$ cat src/pmx_regs.svh
`ifndef PMX_REGS_SVH
`define PMX_REGS_SVH

// Register indices; byte address is four times the index
`define PMX_PIN00_INDEX   16'hA050
`define PMX_PIN01_INDEX   16'hA051
`define PMX_PIN02_INDEX   16'hA052
`define PMX_PIN03_INDEX   16'hA053
`define PMX_PIN04_INDEX   16'hA054
`define PMX_NUM_PINS      5
`define PMX_SEL_RESET     8'h00

// Field positions; bits 0 and 1 on every pin, bit 2 as interrupt-1 select on pins 0,3,4 only
`define PMX_GENERAL_IO_BIT   0
`define PMX_IRQ0_SRC_BIT     1
`define PMX_IRQ1_SRC_BIT     2

// Bits that select a pin-driving or pin-reading function, per pin
`define PMX_FUNC_MASK_P00 8'hF9
`define PMX_FUNC_MASK_P01 8'hFD
`define PMX_FUNC_MASK_P02 8'hFD
`define PMX_FUNC_MASK_P03 8'hF9
`define PMX_FUNC_MASK_P04 8'hE9

// Pins that carry a pin-interrupt-1 source select
`define PMX_IRQ1_PIN_MASK 5'h19

`endif

$ cat src/pmx_pkg.sv
package pmx_pkg;

   // Per-pin signals offered by the peripherals, indexed by select bit
   typedef struct packed {
      logic [7:0] out;
      logic [7:0] oe;
   } pmx_src_t;

   // Whole state of the mux block
   typedef struct packed {
      logic [4:0][7:0] sel_r;
      logic            wr_pend_r;
      logic [2:0]      wr_idx_r;
      logic            ready_r;
      logic [31:0]     hrdata_r;
      logic [4:0]      pin_out_r;
      logic [4:0]      pin_oe_r;
      logic [4:0][7:0] route_r;
      logic            irq0_r;
      logic            irq1_r;
   } pmx_state_t;

   // Result of the priority pick
   typedef struct packed {
      logic       hit;
      logic [2:0] bit_idx;
   } pmx_pick_t;

endpackage

$ cat src/pmx_port0_mux.sv
// Functional notes
// - One select register per pin, consecutive indices
// - Eight bits, read/write, reset to zero
// - Bit 0 enables general I/O
// - Bit 1 feeds pin interrupt 0
// - Bit 2 feeds interrupt 1 on pins 0,3,4
// - Interrupts OR all selected pins, both allowed
// - Pin 0 bits: touch, i2c data, capture0, spi
// - Pin 1 bits: pulse0, i2c clocks, capture1, spi, data
// - Pin 2 bits: pulse1, serial rx, capture2, spi, clock
// - Pin 3 bits: pulse2, serial tx, capture3, spi select
// - Pin 4 bits: pulse10, i2c data, spi; bit 4 unused
`timescale 1ns/1ps
`include "pmx_regs.svh"
module pmx_port0_mux (
   // Clock and reset
   input  wire logic                 hclk,
   input  wire logic                 hresetn,
   // AHB-Lite slave
   input  wire logic                 hsel,
   input  wire logic [31:0]          haddr,
   input  wire logic [1:0]           htrans,
   input  wire logic                 hwrite,
   input  wire logic [2:0]           hsize,
   input  wire logic [31:0]          hwdata,
   input  wire logic                 hready,
   output logic                      hreadyout,
   output logic [31:0]               hrdata,
   output logic                      hresp,
   // Pad side
   input  wire logic [4:0]           pin_in,
   output logic [4:0]                pin_out,
   output logic [4:0]                pin_oe,
   // Peripheral side
   input  wire pmx_pkg::pmx_src_t [4:0] periph_src,
   output logic [4:0][7:0]           periph_in,
   output logic                      pin_irq0,
   output logic                      pin_irq1
);
   import pmx_pkg::*;

   // Function-capable bits of each pin; bit 2 is a function only on pins 1 and 2
   localparam logic [4:0][7:0] FUNC_MASK = {`PMX_FUNC_MASK_P04,
                                            `PMX_FUNC_MASK_P03,
                                            `PMX_FUNC_MASK_P02,
                                            `PMX_FUNC_MASK_P01,
                                            `PMX_FUNC_MASK_P00};
   localparam logic [4:0] IRQ1_PINS = `PMX_IRQ1_PIN_MASK;
   localparam logic [15:0] BASE_INDEX = `PMX_PIN00_INDEX;

   pmx_state_t st_r;
   pmx_state_t st_nxt;

   // Decode a byte address into a select-register slot
   function automatic logic [3:0] pmx_decode(input logic [31:0] a);
      logic [15:0] off;
      off = a[17:2] - BASE_INDEX;
      if (a[31:18] == 14'h0000 && a[1:0] == 2'b00 && off < 16'(`PMX_NUM_PINS)) begin
         pmx_decode = {1'b1, off[2:0]};
      end else begin
         pmx_decode = 4'h0;
      end
   endfunction

   // Pick the highest set bit; one priority order keeps the pad deterministic
   function automatic pmx_pick_t pmx_top_bit(input logic [7:0] v);
      pmx_pick_t p;
      p = '0;
      for (int i = 0; i < 8; i++) begin
         if (v[i]) begin
            p.hit = 1'b1;
            p.bit_idx = 3'(i);
         end
      end
      pmx_top_bit = p;
   endfunction

   logic       acc;
   logic [3:0] dec;
   logic [7:0] rd_val;
   pmx_pick_t  pick [4:0];

   // Address phase qualification and read forwarding
   always_comb begin
      acc = hsel && hready && htrans[1];
      dec = pmx_decode(haddr);
      rd_val = st_r.sel_r[dec[2:0]];
      // A write still in its data phase would otherwise read back stale
      if (st_r.wr_pend_r && st_r.wr_idx_r == dec[2:0]) begin
         rd_val = hwdata[7:0];
      end
   end

   // Next state: register file, bus answer and routing
   always_comb begin
      st_nxt = st_r;
      st_nxt.ready_r = 1'b1;
      st_nxt.wr_pend_r = 1'b0;
      // Data phase of an accepted write
      if (st_r.wr_pend_r) begin
         st_nxt.sel_r[st_r.wr_idx_r] = hwdata[7:0];
      end
      // Address phase; unmapped reads give zero, unmapped writes vanish
      if (acc) begin
         if (hwrite) begin
            st_nxt.wr_pend_r = dec[3];
            st_nxt.wr_idx_r = dec[2:0];
         end else begin
            st_nxt.hrdata_r = dec[3] ? {24'h000000, rd_val} : 32'h00000000;
         end
      end
      // Pad and peripheral routing, one registered stage so switches are glitch-free
      st_nxt.irq0_r = 1'b0;
      st_nxt.irq1_r = 1'b0;
      for (int p = 0; p < `PMX_NUM_PINS; p++) begin
         pick[p] = pmx_top_bit(st_r.sel_r[p] & FUNC_MASK[p]);
         if (pick[p].hit) begin
            st_nxt.pin_out_r[p] = periph_src[p].out[pick[p].bit_idx];
            st_nxt.pin_oe_r[p] = periph_src[p].oe[pick[p].bit_idx];
         end else begin
            st_nxt.pin_out_r[p] = 1'b0;
            st_nxt.pin_oe_r[p] = 1'b0;
         end
         // Inputs reach every selected function, not just the winner
         st_nxt.route_r[p] = {8{pin_in[p]}} & st_r.sel_r[p] & FUNC_MASK[p];
         if (st_r.sel_r[p][`PMX_IRQ0_SRC_BIT] && pin_in[p]) begin
            st_nxt.irq0_r = 1'b1;
         end
         if (IRQ1_PINS[p] && st_r.sel_r[p][`PMX_IRQ1_SRC_BIT] && pin_in[p]) begin
            st_nxt.irq1_r = 1'b1;
         end
      end
   end

   // State register
   always_ff @(posedge hclk or negedge hresetn) begin
      if (!hresetn) begin
         st_r <= '0;
         st_r.sel_r <= {`PMX_NUM_PINS{`PMX_SEL_RESET}};
         st_r.ready_r <= 1'b1;
      end else begin
         st_r <= st_nxt;
      end
   end

   // Outputs straight from flip-flops; hresp is tied to zero
   assign hreadyout = st_r.ready_r;
   assign hrdata = st_r.hrdata_r;
   assign hresp = 1'b0;
   assign pin_out = st_r.pin_out_r;
   assign pin_oe = st_r.pin_oe_r;
   assign periph_in = st_r.route_r;
   assign pin_irq0 = st_r.irq0_r;
   assign pin_irq1 = st_r.irq1_r;

   logic acc_wr0;
   logic acc_rd0;
   assign acc_wr0 = acc && hwrite && haddr == {14'h0000, BASE_INDEX, 2'b00};
   assign acc_rd0 = acc && !hwrite && haddr == {14'h0000, BASE_INDEX, 2'b00} && !st_r.wr_pend_r;

   // Per-pin pad checks; one copy for each pin keeps the pins symmetric
   for (genvar g = 0; g < `PMX_NUM_PINS; g++) begin : g_pad_chk

   end
endmodule // pmx_port0_mux

$ cat config.mk
export PLATFORM = sky130hd
export DESIGN_NAME = pmx_port0_mux
export DESIGN_NICKNAME = d
export VERILOG_FILES = /design/src/pmx_pkg.sv /design/src/pmx_port0_mux.sv
export VERILOG_INCLUDE_DIRS = /design/src /design/src/src
export SDC_FILE = /design/constraint.sdc
export NUM_CORES = 1
export LEC_CHECK = 0
export BUFFER_PORTS_ARGS = -buffer_cell sky130_fd_sc_hd__buf_4
export CORE_MARGIN = 1
export CORE_UTILIZATION = 48
export CTS_CLUSTER_DIAMETER = 120
export DETAILED_ROUTE_END_ITERATION = 12
export PLACE_DENSITY = 0.86
export SLEW_MARGIN = 30
export SYNTH_ARGS = -nofsm -noshare
export SYNTH_HDL_FRONTEND = slang
export SYNTH_SLANG_ARGS = --single-unit
$ cat constraint.sdc
create_clock -name hclk -period 1.9 [get_ports hclk]
set_input_delay 0.19 -clock hclk [delete_from_list [all_inputs] [get_ports hclk]]
set_output_delay 0.19 -clock hclk [all_outputs]
set_load 0.1 [all_outputs]
Yosys cells after proc, flatten, opt, wreduce, memory -nomap -nowiden
Index checks and enable logic that the tools add are counted.

storage, ports and cells
  register bits after elaboration = 119
  output and inout port bits = 86
  word-level logic and storage cells = 131

operators by class
  add/sub/neg operators = 1
  order comparisons = 9
  equal/unequal tests = 1
  multiplexer cells = 79
  bitwise gates (word level) = 6
  reduce and logical (&&, ||, !) cells = 18

operators with widths
  kind                                                                           number
  4-bit two-way mux                                                              34
  8-bit bitwise AND                                                              5
  40-bit bitwise mux                                                             1
  8-bit two-way mux                                                              4
  1-bit binary-select mux with 3-bit select                                      10
  3-bit by 4-bit less-than comparator with 1-bit output, second input constant   7
  1-bit two-way mux                                                              28
  8-bit binary-select mux with 3-bit select                                      1
  8-bit demux with 3-bit select                                                  1
  16-bit by 3-bit less-than comparator with 1-bit output, second input constant  1
  16-bit subtractor, second input constant                                       1
  1-bit logical AND                                                              14
  14-bit zero test                                                               1
  2-bit AND reduction                                                            2
  3-bit == test                                                                  1
  3-bit by 1-bit >= comparator with 1-bit output, second input constant          1
  2-bit zero test                                                                1
  1-bit NOT                                                                      1

Logic depth before layout (Yosys ltp)
Gate-level depths: netlist (run 1).

  depth after elaboration = 10
  depth in mapped cells = 8

Worst setup path after synthesis (run 1)
Ideal clock, no wire load.

  path kind = flip-flop to flip-flop
  start point = reg st_r[93] in the netlist's numbering
  end point = reg st_r, in the netlist pin_out[0]
  arrival = 1.580 ns
  required time = 1.758 ns
  slack = 0.178 ns
  stages on the path, launching flop included = 6
  buffers on the path = 0
  period minus slack after synthesis = 1.722 ns
  cells stage by stage = dfrtp_1 nand2b_1 o21ai_1 mux4_2 inv_1 o22ai_1

RTL lines
  item                      line                  source
  start: declaration        pmx_port0_mux.sv:51   pmx_state_t st_r;
  start signal: assignment  pmx_port0_mux.sv:142  st_r <= st_nxt;

==> flow_metrics.tcl, run 1 <==
set metrics [dict create \
    grt_max_degree 35 \
    min_path_type "in2reg" \
    fin_crit_ns 1.757 \
    synthArstFlopShare_pct 100.0 \
    cap_violations 0 \
    die_height_um 107.5 \
    fin_tns_setup_ns 0 \
    synth_xor_area_share_pct 0.4915 \
    die-area_sq_um 11560 \
    antenna_found_initial 0 \
    postRouteAntennaNets 0 \
    setup_violations 0 \
    synthAdderAreaFrac_pct 0 \
    synth-compound-area-share_pct 8.121 \
    max-clock-path-buffers 2 \
    ys.flop_type "dfrtp_1" \
    seq_area_frac_synth_pct 44.47 \
    h-tree-depth 3 \
    power_density_nw_per_um2 642.1 \
    io_pins 245 \
    drcViolationCount 0 \
    via_count 4037 \
    cts_buffers 9 \
    grt_pass1_vias 4161 \
    worstPathMaxFanout 5 \
    via_per_inst 5.243 \
    max_freq_mhz 569.1 \
    post_cts_buffers 0 \
    initialDrtViolationCount 261 \
    worst_slew_pin_slew_ns 0.5410 \
    post_drt_wl_per_cell_um 16.28 \
    slew_viol_final 0 \
    hold_path_depth 2 \
    crit_type "reg2reg" \
    leakagePower_nw 3.281 \
    layout_commonest_cell "buf_4" \
    synth_seq_cells 95 \
    synth_top_family_by_area "multiplexers" \
    grt_pass1_wl_mm 19.86 \
    yosysTopAreaCell "dfrtp_1" \
    hp-start "pin_in[2]" \
    max-vdd-ir-drop_mv 0.3743 \
    rsz0062_at_grt "no" \
    nets 784 \
    wirelength_mm 12.54 \
    path_clk_slew_ns 0.09 \
    r2r-start "st_r[110]" \
    tritoncts "built" \
    synth_simple_gate_area_share_pct 13.46 \
    r2r-end "pin_oe[2]" \
    grt_overflow_total 0 \
    diodes 0 \
    syn_avg_cell_area_sq_um 11.14 \
    drive_gt1_share_pct 44.60 \
    required_ns 2.12 \
    yosysUniqueCellTypes 48 \
    cts_sinks 95 \
    power_w 0.004251 \
    most-common-layout-cells "buf_4, dfrtp_1, mux2_2" \
    relSlewSlack_pct 63.80 \
    r2r_setup_slack_ns 0.14 \
    synth_top_area_share_pct 44.47 \
    start_kind "register" \
    yosysWarnings 0 \
    rows 38 \
    fin_crit_sh_pct 92.48 \
    status "complete, no violations" \
    die-width_um 107.5 \
    globalplace.congestion 0.8323 \
    hold_viol 0 \
    ff2ff_path_depth 4 \
    postSynthCellCount 480 \
    start_util_pct 49.32 \
    area_delta_synth_final_pct 23.82 \
    grt_usage_pct 22.73 \
    dpl.hpwl_mm 10.03 \
    clock_skew_ns 0.01196 \
    fill_cells 894 \
    syn_area_sq_um 5346 \
    cp-end-kind "register" \
    root_buffer "clkbuf_8" \
    worstSkewPairLatency_ns 0.37 \
    synth_edf_count 0 \
    synthTopCellsByArea "dfrtp_1, buf_4, mux4_2" \
    min_to "periph_in[16]" \
    drtPass1Iterations 5 \
    core_area_sq_um 10840 \
    arrival_ns 1.97 \
    synth.area.mux_share_pct 18.63 \
    io_buffers 181 \
]
cell type report:
class | instances | area [sq um] | share of cell area, %
Clock inverter | 6 | 37.54 | 0.5670
Tap cell | 140 | 175.2 | 2.646
Sequential cell | 95 | 2377 | 35.91
Clock buffer | 10 | 127.6 | 1.928
Multi-Input combinational cell | 297 | 2307 | 34.85
Inverter | 23 | 86.33 | 1.304
Timing Repair Buffer | 199 | 1509 | 22.79
cells in the mapped netlist (2+ instances only):
cell type,instances
a211o_1,2
a211oi_1,4
a21oi_1,15
a222oi_1,2
a22o_1,2
a22oi_1,2
and2_1,32
buf_2,7
buf_4,84
clkbuf_1,5
conb_1,2
dfrtp_1,95
inv_1,23
mux2_2,36
mux2i_1,5
mux4_2,24
nand2_1,29
nand2b_1,5
nand3_1,5
nand4_1,7
nor2_1,22
nor3_1,4
nor3b_1,4
nor4_1,9
nor4bb_1,2
o2111ai_1,2
o21ai_0,12
o21ai_1,8
o22ai_1,8
o31ai_1,2
o31ai_4,2
xnor2_1,3
repair_timing:
action | in CTS | in global routing
hold buffers | 1 | 0
gates resized for setup | 0 | 0
hold endpoints to repair | 31 | 0
registers in the layout, indices dropped and copies added (netlist names):
| register | flops |
|---|---|
| pin_out | 5 |
| pin_irq0 | 1 |
| pin_irq1 | 1 |
| hrdata | 8 |
| pin_oe | 5 |
| periph_in | 31 |
| st_r | 44 |
report_power, final:
group | total, W | switching (W) | internal [W]
logic | 0.00102 | 0.000707 | 0.000310
registers | 0.00207 | 0.0000192 | 0.00205
clock network | 0.00116 | 0.000688 | 0.000472
worst max-delay path by stage:
stage / start / endpoint / slack [ns] / cells past startpoint
2_1_floorplan: st_r[93] / pin_out[0] / 0.18 / 5
3_3_place_gp: haddr[13] / hrdata[4] / 0.13 / 8
3_5_place_dp: haddr[13] / hrdata[0] / 0.04 / 8
4_1_cts: st_r[110] / pin_oe[2] / 0.12 / 4
5_1_grt: st_r[110] / pin_oe[2] / 0.02 / 4
6_report: st_r[110] / pin_oe[2] / 0.14 / 4
cell families after synthesis:
group,after synthesis
and+or+nand+nor,129
buffers and inverters,121
DFF,95
AOI/OAI and AO/OA,65
xor gates and xnor gates,3
muxes,65
other,2
critical path: stages, from the launching register on:
cell	delay (ns)
dfrtp_1	0.47
o31ai_4	0.44
mux4_2	0.56
inv_1	0.07
o22ai_1	0.07
metal layers:
metal,global-route usage [%],wire length (um),up-vias
met5,0,0,-
met4,9.100,297,0
met3,4.661,832,23
met2,40.38,6666,195
met1,26.75,4743,1951
li1,-,-,1868
through the flow:
stage / utilization, % / hold slack (ns) / cell area (sq um) / cells / setup slack, ns
finish: 61.07 / 0.08843 / 6620 / 770 / 0.1428
global route: 61.07 / 0.08651 / 6620 / 770 / 0.01977
CTS: 61.07 / 0.08159 / 6620 / 770 / 0.1206
detailed placement: 59.45 / 0.1584 / 6445 / 753 / 0.04165
global placement: 59.45 / 0.1581 / 6445 / 753 / 0.1269
floorplan: - / -0.1056 / 5470 / 513 / 0.1781
(Power assumes the default switching activity.)
==> run 2, diff against run 1 <==
--- a/config.mk
+++ b/config.mk
@@ -8,10 +8,10 @@
 export LEC_CHECK = 0
 export BUFFER_PORTS_ARGS = -buffer_cell sky130_fd_sc_hd__buf_4
 export CORE_MARGIN = 1
-export CORE_UTILIZATION = 48
+export CORE_UTILIZATION = 43
 export CTS_CLUSTER_DIAMETER = 120
 export DETAILED_ROUTE_END_ITERATION = 12
-export PLACE_DENSITY = 0.86
+export PLACE_DENSITY = 0.81
 export SLEW_MARGIN = 30
 export SYNTH_ARGS = -nofsm -noshare
 export SYNTH_HDL_FRONTEND = slang
==> constraint.sdc (replaced) <==
create_clock -name hclk -period 1.6 [get_ports hclk]
set_input_delay 0.16 -clock hclk [delete_from_list [all_inputs] [get_ports hclk]]
set_output_delay 0.16 -clock hclk [all_outputs]
set_load 0.1 [all_outputs]
==> run 2 against run 1 <==
Net effect: the run now ends with setup timing left; worst hold slack improved by 0.0040 ns; global-route usage is 1.6 points lower; via count is 2.0% higher; register-to-register slack worse by 0.19 ns; power up 40%; setup slack got worse by 0.19 ns; die area up 11%; critical path depth grew 1; critical endpoint is now pin_out[2]; largest cell class is now multi-input gates.
==> flow_metrics.tcl, run 2 (synthesis results as in run 1) <==
set metrics [dict create \
    io_buffers 181 \
    max_freq_mhz 608.6 \
    rsz0062_at_grt "yes" \
    via_count 4118 \
    regMostFlops "st_r" \
    max-vdd-ir-drop_mv 0.4963 \
    final_area_sq_um 7187 \
    grt_pass1_vias 4266 \
    switching_power_w 0.001763 \
    cts_sinks 95 \
    die-area_sq_um 12880 \
    antenna_found_initial 0 \
    drtPass1Iterations 4 \
    required_ns 1.81 \
    fin_crit_sh_pct 102.7 \
    worst-path-buf-inv 2 \
    start_util_pct 44.33 \
    hold_viol 0 \
    critPathSlowestCell "mux4_2" \
    holdWs_ns 0.09241 \
    postRouteAntennaNets 0 \
    cts_buffers 9 \
    max-clock-path-buffers 2 \
    diodes 0 \
    violations "setup timing" \
    cp-end-kind "register" \
    wirelength_mm 13.10 \
    swShare_pct 29.69 \
    pwr-share-seq_pct 41.5 \
    status "complete, but fails checks" \
    layout_commonest_cell "buf_4" \
    root_buffer "clkbuf_16" \
    slowest_delay_ns 0.51 \
    worstPathMaxFanout 4 \
    cap_violations 0 \
    start_kind "register" \
    via_per_inst 4.985 \
    post_drt_wl_per_cell_um 15.86 \
    core_area_sq_um 12060 \
    area_delta_synth_final_pct 34.43 \
    dpl.hpwl_mm 10.29 \
    fin_tns_setup_ns -0.08381 \
    arrival_ns 1.86 \
    clock_skew_ns 0.008903 \
    grt_overflow_total 0 \
    pre_cts_slack_ns -0.2477 \
    p_clk_share_pct 37.5 \
    power_density_nw_per_um2 826.1 \
    path_clk_slew_ns 0.07 \
    p_int_w 0.004174 \
    dpl_cell_area_sq_um 6725 \
    grt_usage_pct 21.14 \
    final_core_util_pct 59.59 \
    fin_ws_ns -0.04324 \
    die_height_um 113.5 \
    fill_cells 985 \
    rows 40 \
    leakagePower_nw 3.505 \
    initialDrtViolationCount 234 \
    crit_type "reg2reg" \
    worstSkewPairLatency_ns 0.34 \
    cp_top_family "multiplexers" \
    grt_max_degree 56 \
    tritoncts "built" \
    fin_crit_ns 1.643 \
    die-width_um 113.5 \
    path_cells "o31ai_4 -> buf_6 -> mux4_2 -> inv_2 -> o22ai_2" \
    combPwrFrac_pct 21.0 \
    slew_viol_final 0 \
    drcViolationCount 0 \
    most-common-layout-cells "buf_4, dfrtp_1, mux2_2" \
    min_path_type "in2reg" \
    setup_violations 2 \
    largest_reg_flops 44 \
    grt_pass1_wl_mm 20.97 \
    drive_gt1_share_pct 52.43 \
    h-tree-depth 3 \
    io_pins 245 \
    nets 812 \
    globalplace.congestion 0.8157 \
]
[run 2: worst paths after layout]
| kind | start | end | slack, ns | cells after the start |
|---|---|---|---|---|
| max in group asynchronous | hresetn | st_r[87] | 0.75 | 3 |
| min | pin_in[0] | periph_in[4] | 0.09 | 2 |
| max | st_r[109] | pin_out[2] | -0.04 | 5 |
| min in group asynchronous | hresetn | pin_oe[1] | 0.24 | 2 |
| max reg2reg | st_r[109] | pin_out[2] | -0.04 | 5 |
| min reg2reg | hrdata[1] | hrdata[1] | 0.51 | 2 |
[run 2: per-stage QoR]
step | cells | total power [W]
2_1_floorplan | 513 | 0.003393
3_3_place_gp | 806 | 0.003720
3_5_place_dp | 806 | 0.003739
4_1_cts | 824 | 0.005972
5_1_grt | 826 | 0.006139
6_report | 826 | 0.005937
[run 2: power groups by stage]
stage	Clock (W)	Combinational, W	Sequential (W)
floorplan	0	0.000870	0.00252
global route	0.00237	0.00131	0.00246
CTS	0.00227	0.00124	0.00246
global placement	0	0.00121	0.00251
detailed placement	0	0.00123	0.00251
finish	0.00223	0.00125	0.00246
[run 2: final cells by class]
| class | count | area [sq um] | share of cell area [%] |
|---|---|---|---|
| multi-input combinational | 297 | 2422 | 33.70 |
| sequential | 95 | 2382 | 33.15 |
| timing repair buffer | 227 | 1768 | 24.60 |
| clock buffer | 12 | 266.5 | 3.708 |
| tap | 168 | 210.2 | 2.925 |
| inverter | 23 | 86.33 | 1.201 |
| clock inverter | 4 | 51.30 | 0.7138 |
[run 2: repair_timing]
action	CTS	global route
buffers inserted	1	2
gates resized for setup	10	32
pin swaps	6	12
endpoints found under the setup margin	10	16
hold endpoints to repair	19	0
hold buffers	1	0
[run 2: routing by layer]
layer	global-route usage (%)	wire length [um]	part of all wire, %
met4	6.053	169	1.3
met2	37.64	6904	53
met5	0	0	0
met1	25.98	5270	40
met3	4.251	760	5.8
[run 2: worst reg2reg max path, cell delays in order (launching register included)]
cell and delay, ns:
dfrtp_2 0.44, o31ai_4 0.27, buf_6 0.16, mux4_2 0.51, inv_2 0.07, o22ai_2 0.06
==> run 3, diff against run 2 <==
--- a/config.mk
+++ b/config.mk
@@ -11,6 +11,7 @@
 export CORE_UTILIZATION = 43
 export CTS_CLUSTER_DIAMETER = 120
 export DETAILED_ROUTE_END_ITERATION = 12
+export GPL_TIMING_DRIVEN = 0
 export PLACE_DENSITY = 0.81
 export SLEW_MARGIN = 30
 export SYNTH_ARGS = -nofsm -noshare
==> run 3 against run 2 <==
Net effect: the run still ends with setup timing left; die area stayed put; power is 0.45% higher; critical path depth is 1 higher; critical endpoint is now pin_oe[2]; largest power group unchanged.
==> flow_metrics.tcl, run 3 (synthesis results as in run 1) <==
set metrics [dict create \
    combPwrFrac_pct 22.3 \
    cp-end-kind "register" \
    pre_cts_slack_ns -0.2254 \
    fin_crit_sh_pct 101.7 \
    rsz0062_at_grt "yes" \
    via_count 4402 \
    pwr-share-seq_pct 41.4 \
    cts_sinks 95 \
    initialDrtViolationCount 255 \
    worstSkewPairLatency_ns 0.34 \
    arrival_ns 1.83 \
    cap_violations 0 \
    fin_crit_ns 1.627 \
    nets 884 \
    dpl_cell_area_sq_um 7041 \
    swShare_pct 30.11 \
    max-clock-path-buffers 2 \
    relSlewSlack_pct 43.82 \
    cp_top_family "multiplexers" \
    die-area_sq_um 12880 \
    io_buffers 178 \
    drtPass1Iterations 5 \
    die_height_um 113.5 \
    crit_type "reg2reg" \
    via_per_inst 4.902 \
    layout_commonest_cell "buf_4" \
    dpl.cell_count 859 \
    path_cells "nor2_2 -> o31ai_4 -> buf_6 -> mux4_2 -> inv_2 -> o22ai_2" \
    antenna_found_initial 0 \
    postRouteAntennaNets 0 \
    die-width_um 113.5 \
    drcViolationCount 0 \
    h-tree-depth 3 \
    min_path_type "in2reg" \
    largest_reg_flops 44 \
    worst_slew_pin_slew_ns 0.8427 \
    violations "setup timing" \
    path_clk_slew_ns 0.06 \
    globalplace.congestion 0.8153 \
    start_util_pct 44.33 \
    status "complete, but fails checks" \
    area_delta_synth_final_pct 44.91 \
    regMostFlops "st_r" \
    grt_pass1_vias 4430 \
    start_kind "register" \
    fin_ws_ns -0.02746 \
    cts_buffers 9 \
    leakagePower_nw 3.872 \
    max_freq_mhz 614.5 \
    tritoncts "built" \
    drive_gt1_share_pct 58.22 \
    slew_viol_final 0 \
    final_area_sq_um 7747 \
    grt_usage_pct 21.45 \
    critPathSlowestCell "mux4_2" \
    p_clk_share_pct 36.4 \
    p_int_w 0.004168 \
    worstPathMaxFanout 4 \
    grt_pass1_wl_mm 21.21 \
    power_density_nw_per_um2 769.8 \
    post_drt_wl_per_cell_um 15.27 \
    io_pins 245 \
    dpl.hpwl_mm 10.34 \
    core_area_sq_um 12060 \
    worst-path-buf-inv 2 \
    setup_violations 4 \
    switching_power_w 0.001796 \
    rows 40 \
    most-common-layout-cells "buf_4, dfrtp_1, conb_1" \
    hold_viol 0 \
    diodes 0 \
    final_cells 898 \
    max-vdd-ir-drop_mv 0.3984 \
    fin_tns_setup_ns -0.07555 \
    clock_skew_ns 0.006365 \
    required_ns 1.80 \
    root_buffer "clkbuf_16" \
    grt_max_degree 96 \
    wirelength_mm 13.71 \
    slowest_delay_ns 0.50 \
    grt_overflow_total 0 \
]
-- run 3: per-stage QoR --
step | hold WS [ns] | util [%] | total power, W
floorplan | -0.1356 | - | 0.003393
global placement | 0.4335 | 58.34 | 0.003790
detailed placement | 0.2960 | 58.37 | 0.003814
CTS | 0.08043 | 62.55 | 0.005999
global route | 0.09715 | 64.23 | 0.006180
finish | 0.09329 | 64.23 | 0.005964
-- run 3: final timing paths --
| check | slack [ns] | start | cells past startpoint | to |
|---|---|---|---|---|
| max | -0.03 | st_r[108] | 6 | pin_oe[2] |
| min | 0.09 | pin_in[2] | 2 | periph_in[23] |
| max reg2reg | -0.03 | st_r[108] | 6 | pin_oe[2] |
| min reg2reg | 0.48 | hrdata[1] | 2 | hrdata[1] |
| max in group asynchronous | 0.50 | hresetn | 2 | st_r[85] |
| min in group asynchronous | 0.46 | hresetn | 2 | pin_oe[1] |
-- run 3: what timing repair did --
| item | CTS | global route |
|---|---|---|
| cloned | 0 | 1 |
| gates resized for setup | 30 | 49 |
| setup buffers | 13 | 9 |
| endpoints found under the setup margin | 46 | 37 |
| hold buffers | 1 | 0 |
| pin swaps | 9 | 17 |
| endpoints found under the hold margin | 95 | 0 |
-- run 3: per-layer routing --
metal	vias to the layer above	share of wire [%]	wire (um)	global-route usage (%)
li1	2078	-	-	-
met1	2106	38	5149	24.39
met2	197	55	7493	40.04
met3	21	6.1	833	3.560
met4	0	1.7	232	8.333
met5	-	0	0	0
-- run 3: final cells by class --
type / count / area, sq um
Fill cell: 945 / 4314
Multi-Input combinational cell: 297 / 2482
Sequential cell: 95 / 2391
Timing Repair Buffer: 202 / 1544
Buffer: 97 / 726.9
Clock buffer: 11 / 242.7
Tap cell: 168 / 210.2
Inverter: 23 / 86.33
Clock inverter: 5 / 63.81
-- run 3: power by group through the flow --
stage | Clock [W] | Combinational (W) | Sequential (W)
final | 0.00217 | 0.00133 | 0.00247
after floorplan | 0 | 0.000870 | 0.00252
after global routing | 0.00232 | 0.00139 | 0.00247
after CTS | 0.00221 | 0.00132 | 0.00247
after detailed placement | 0 | 0.00130 | 0.00251
after global placement | 0 | 0.00128 | 0.00251
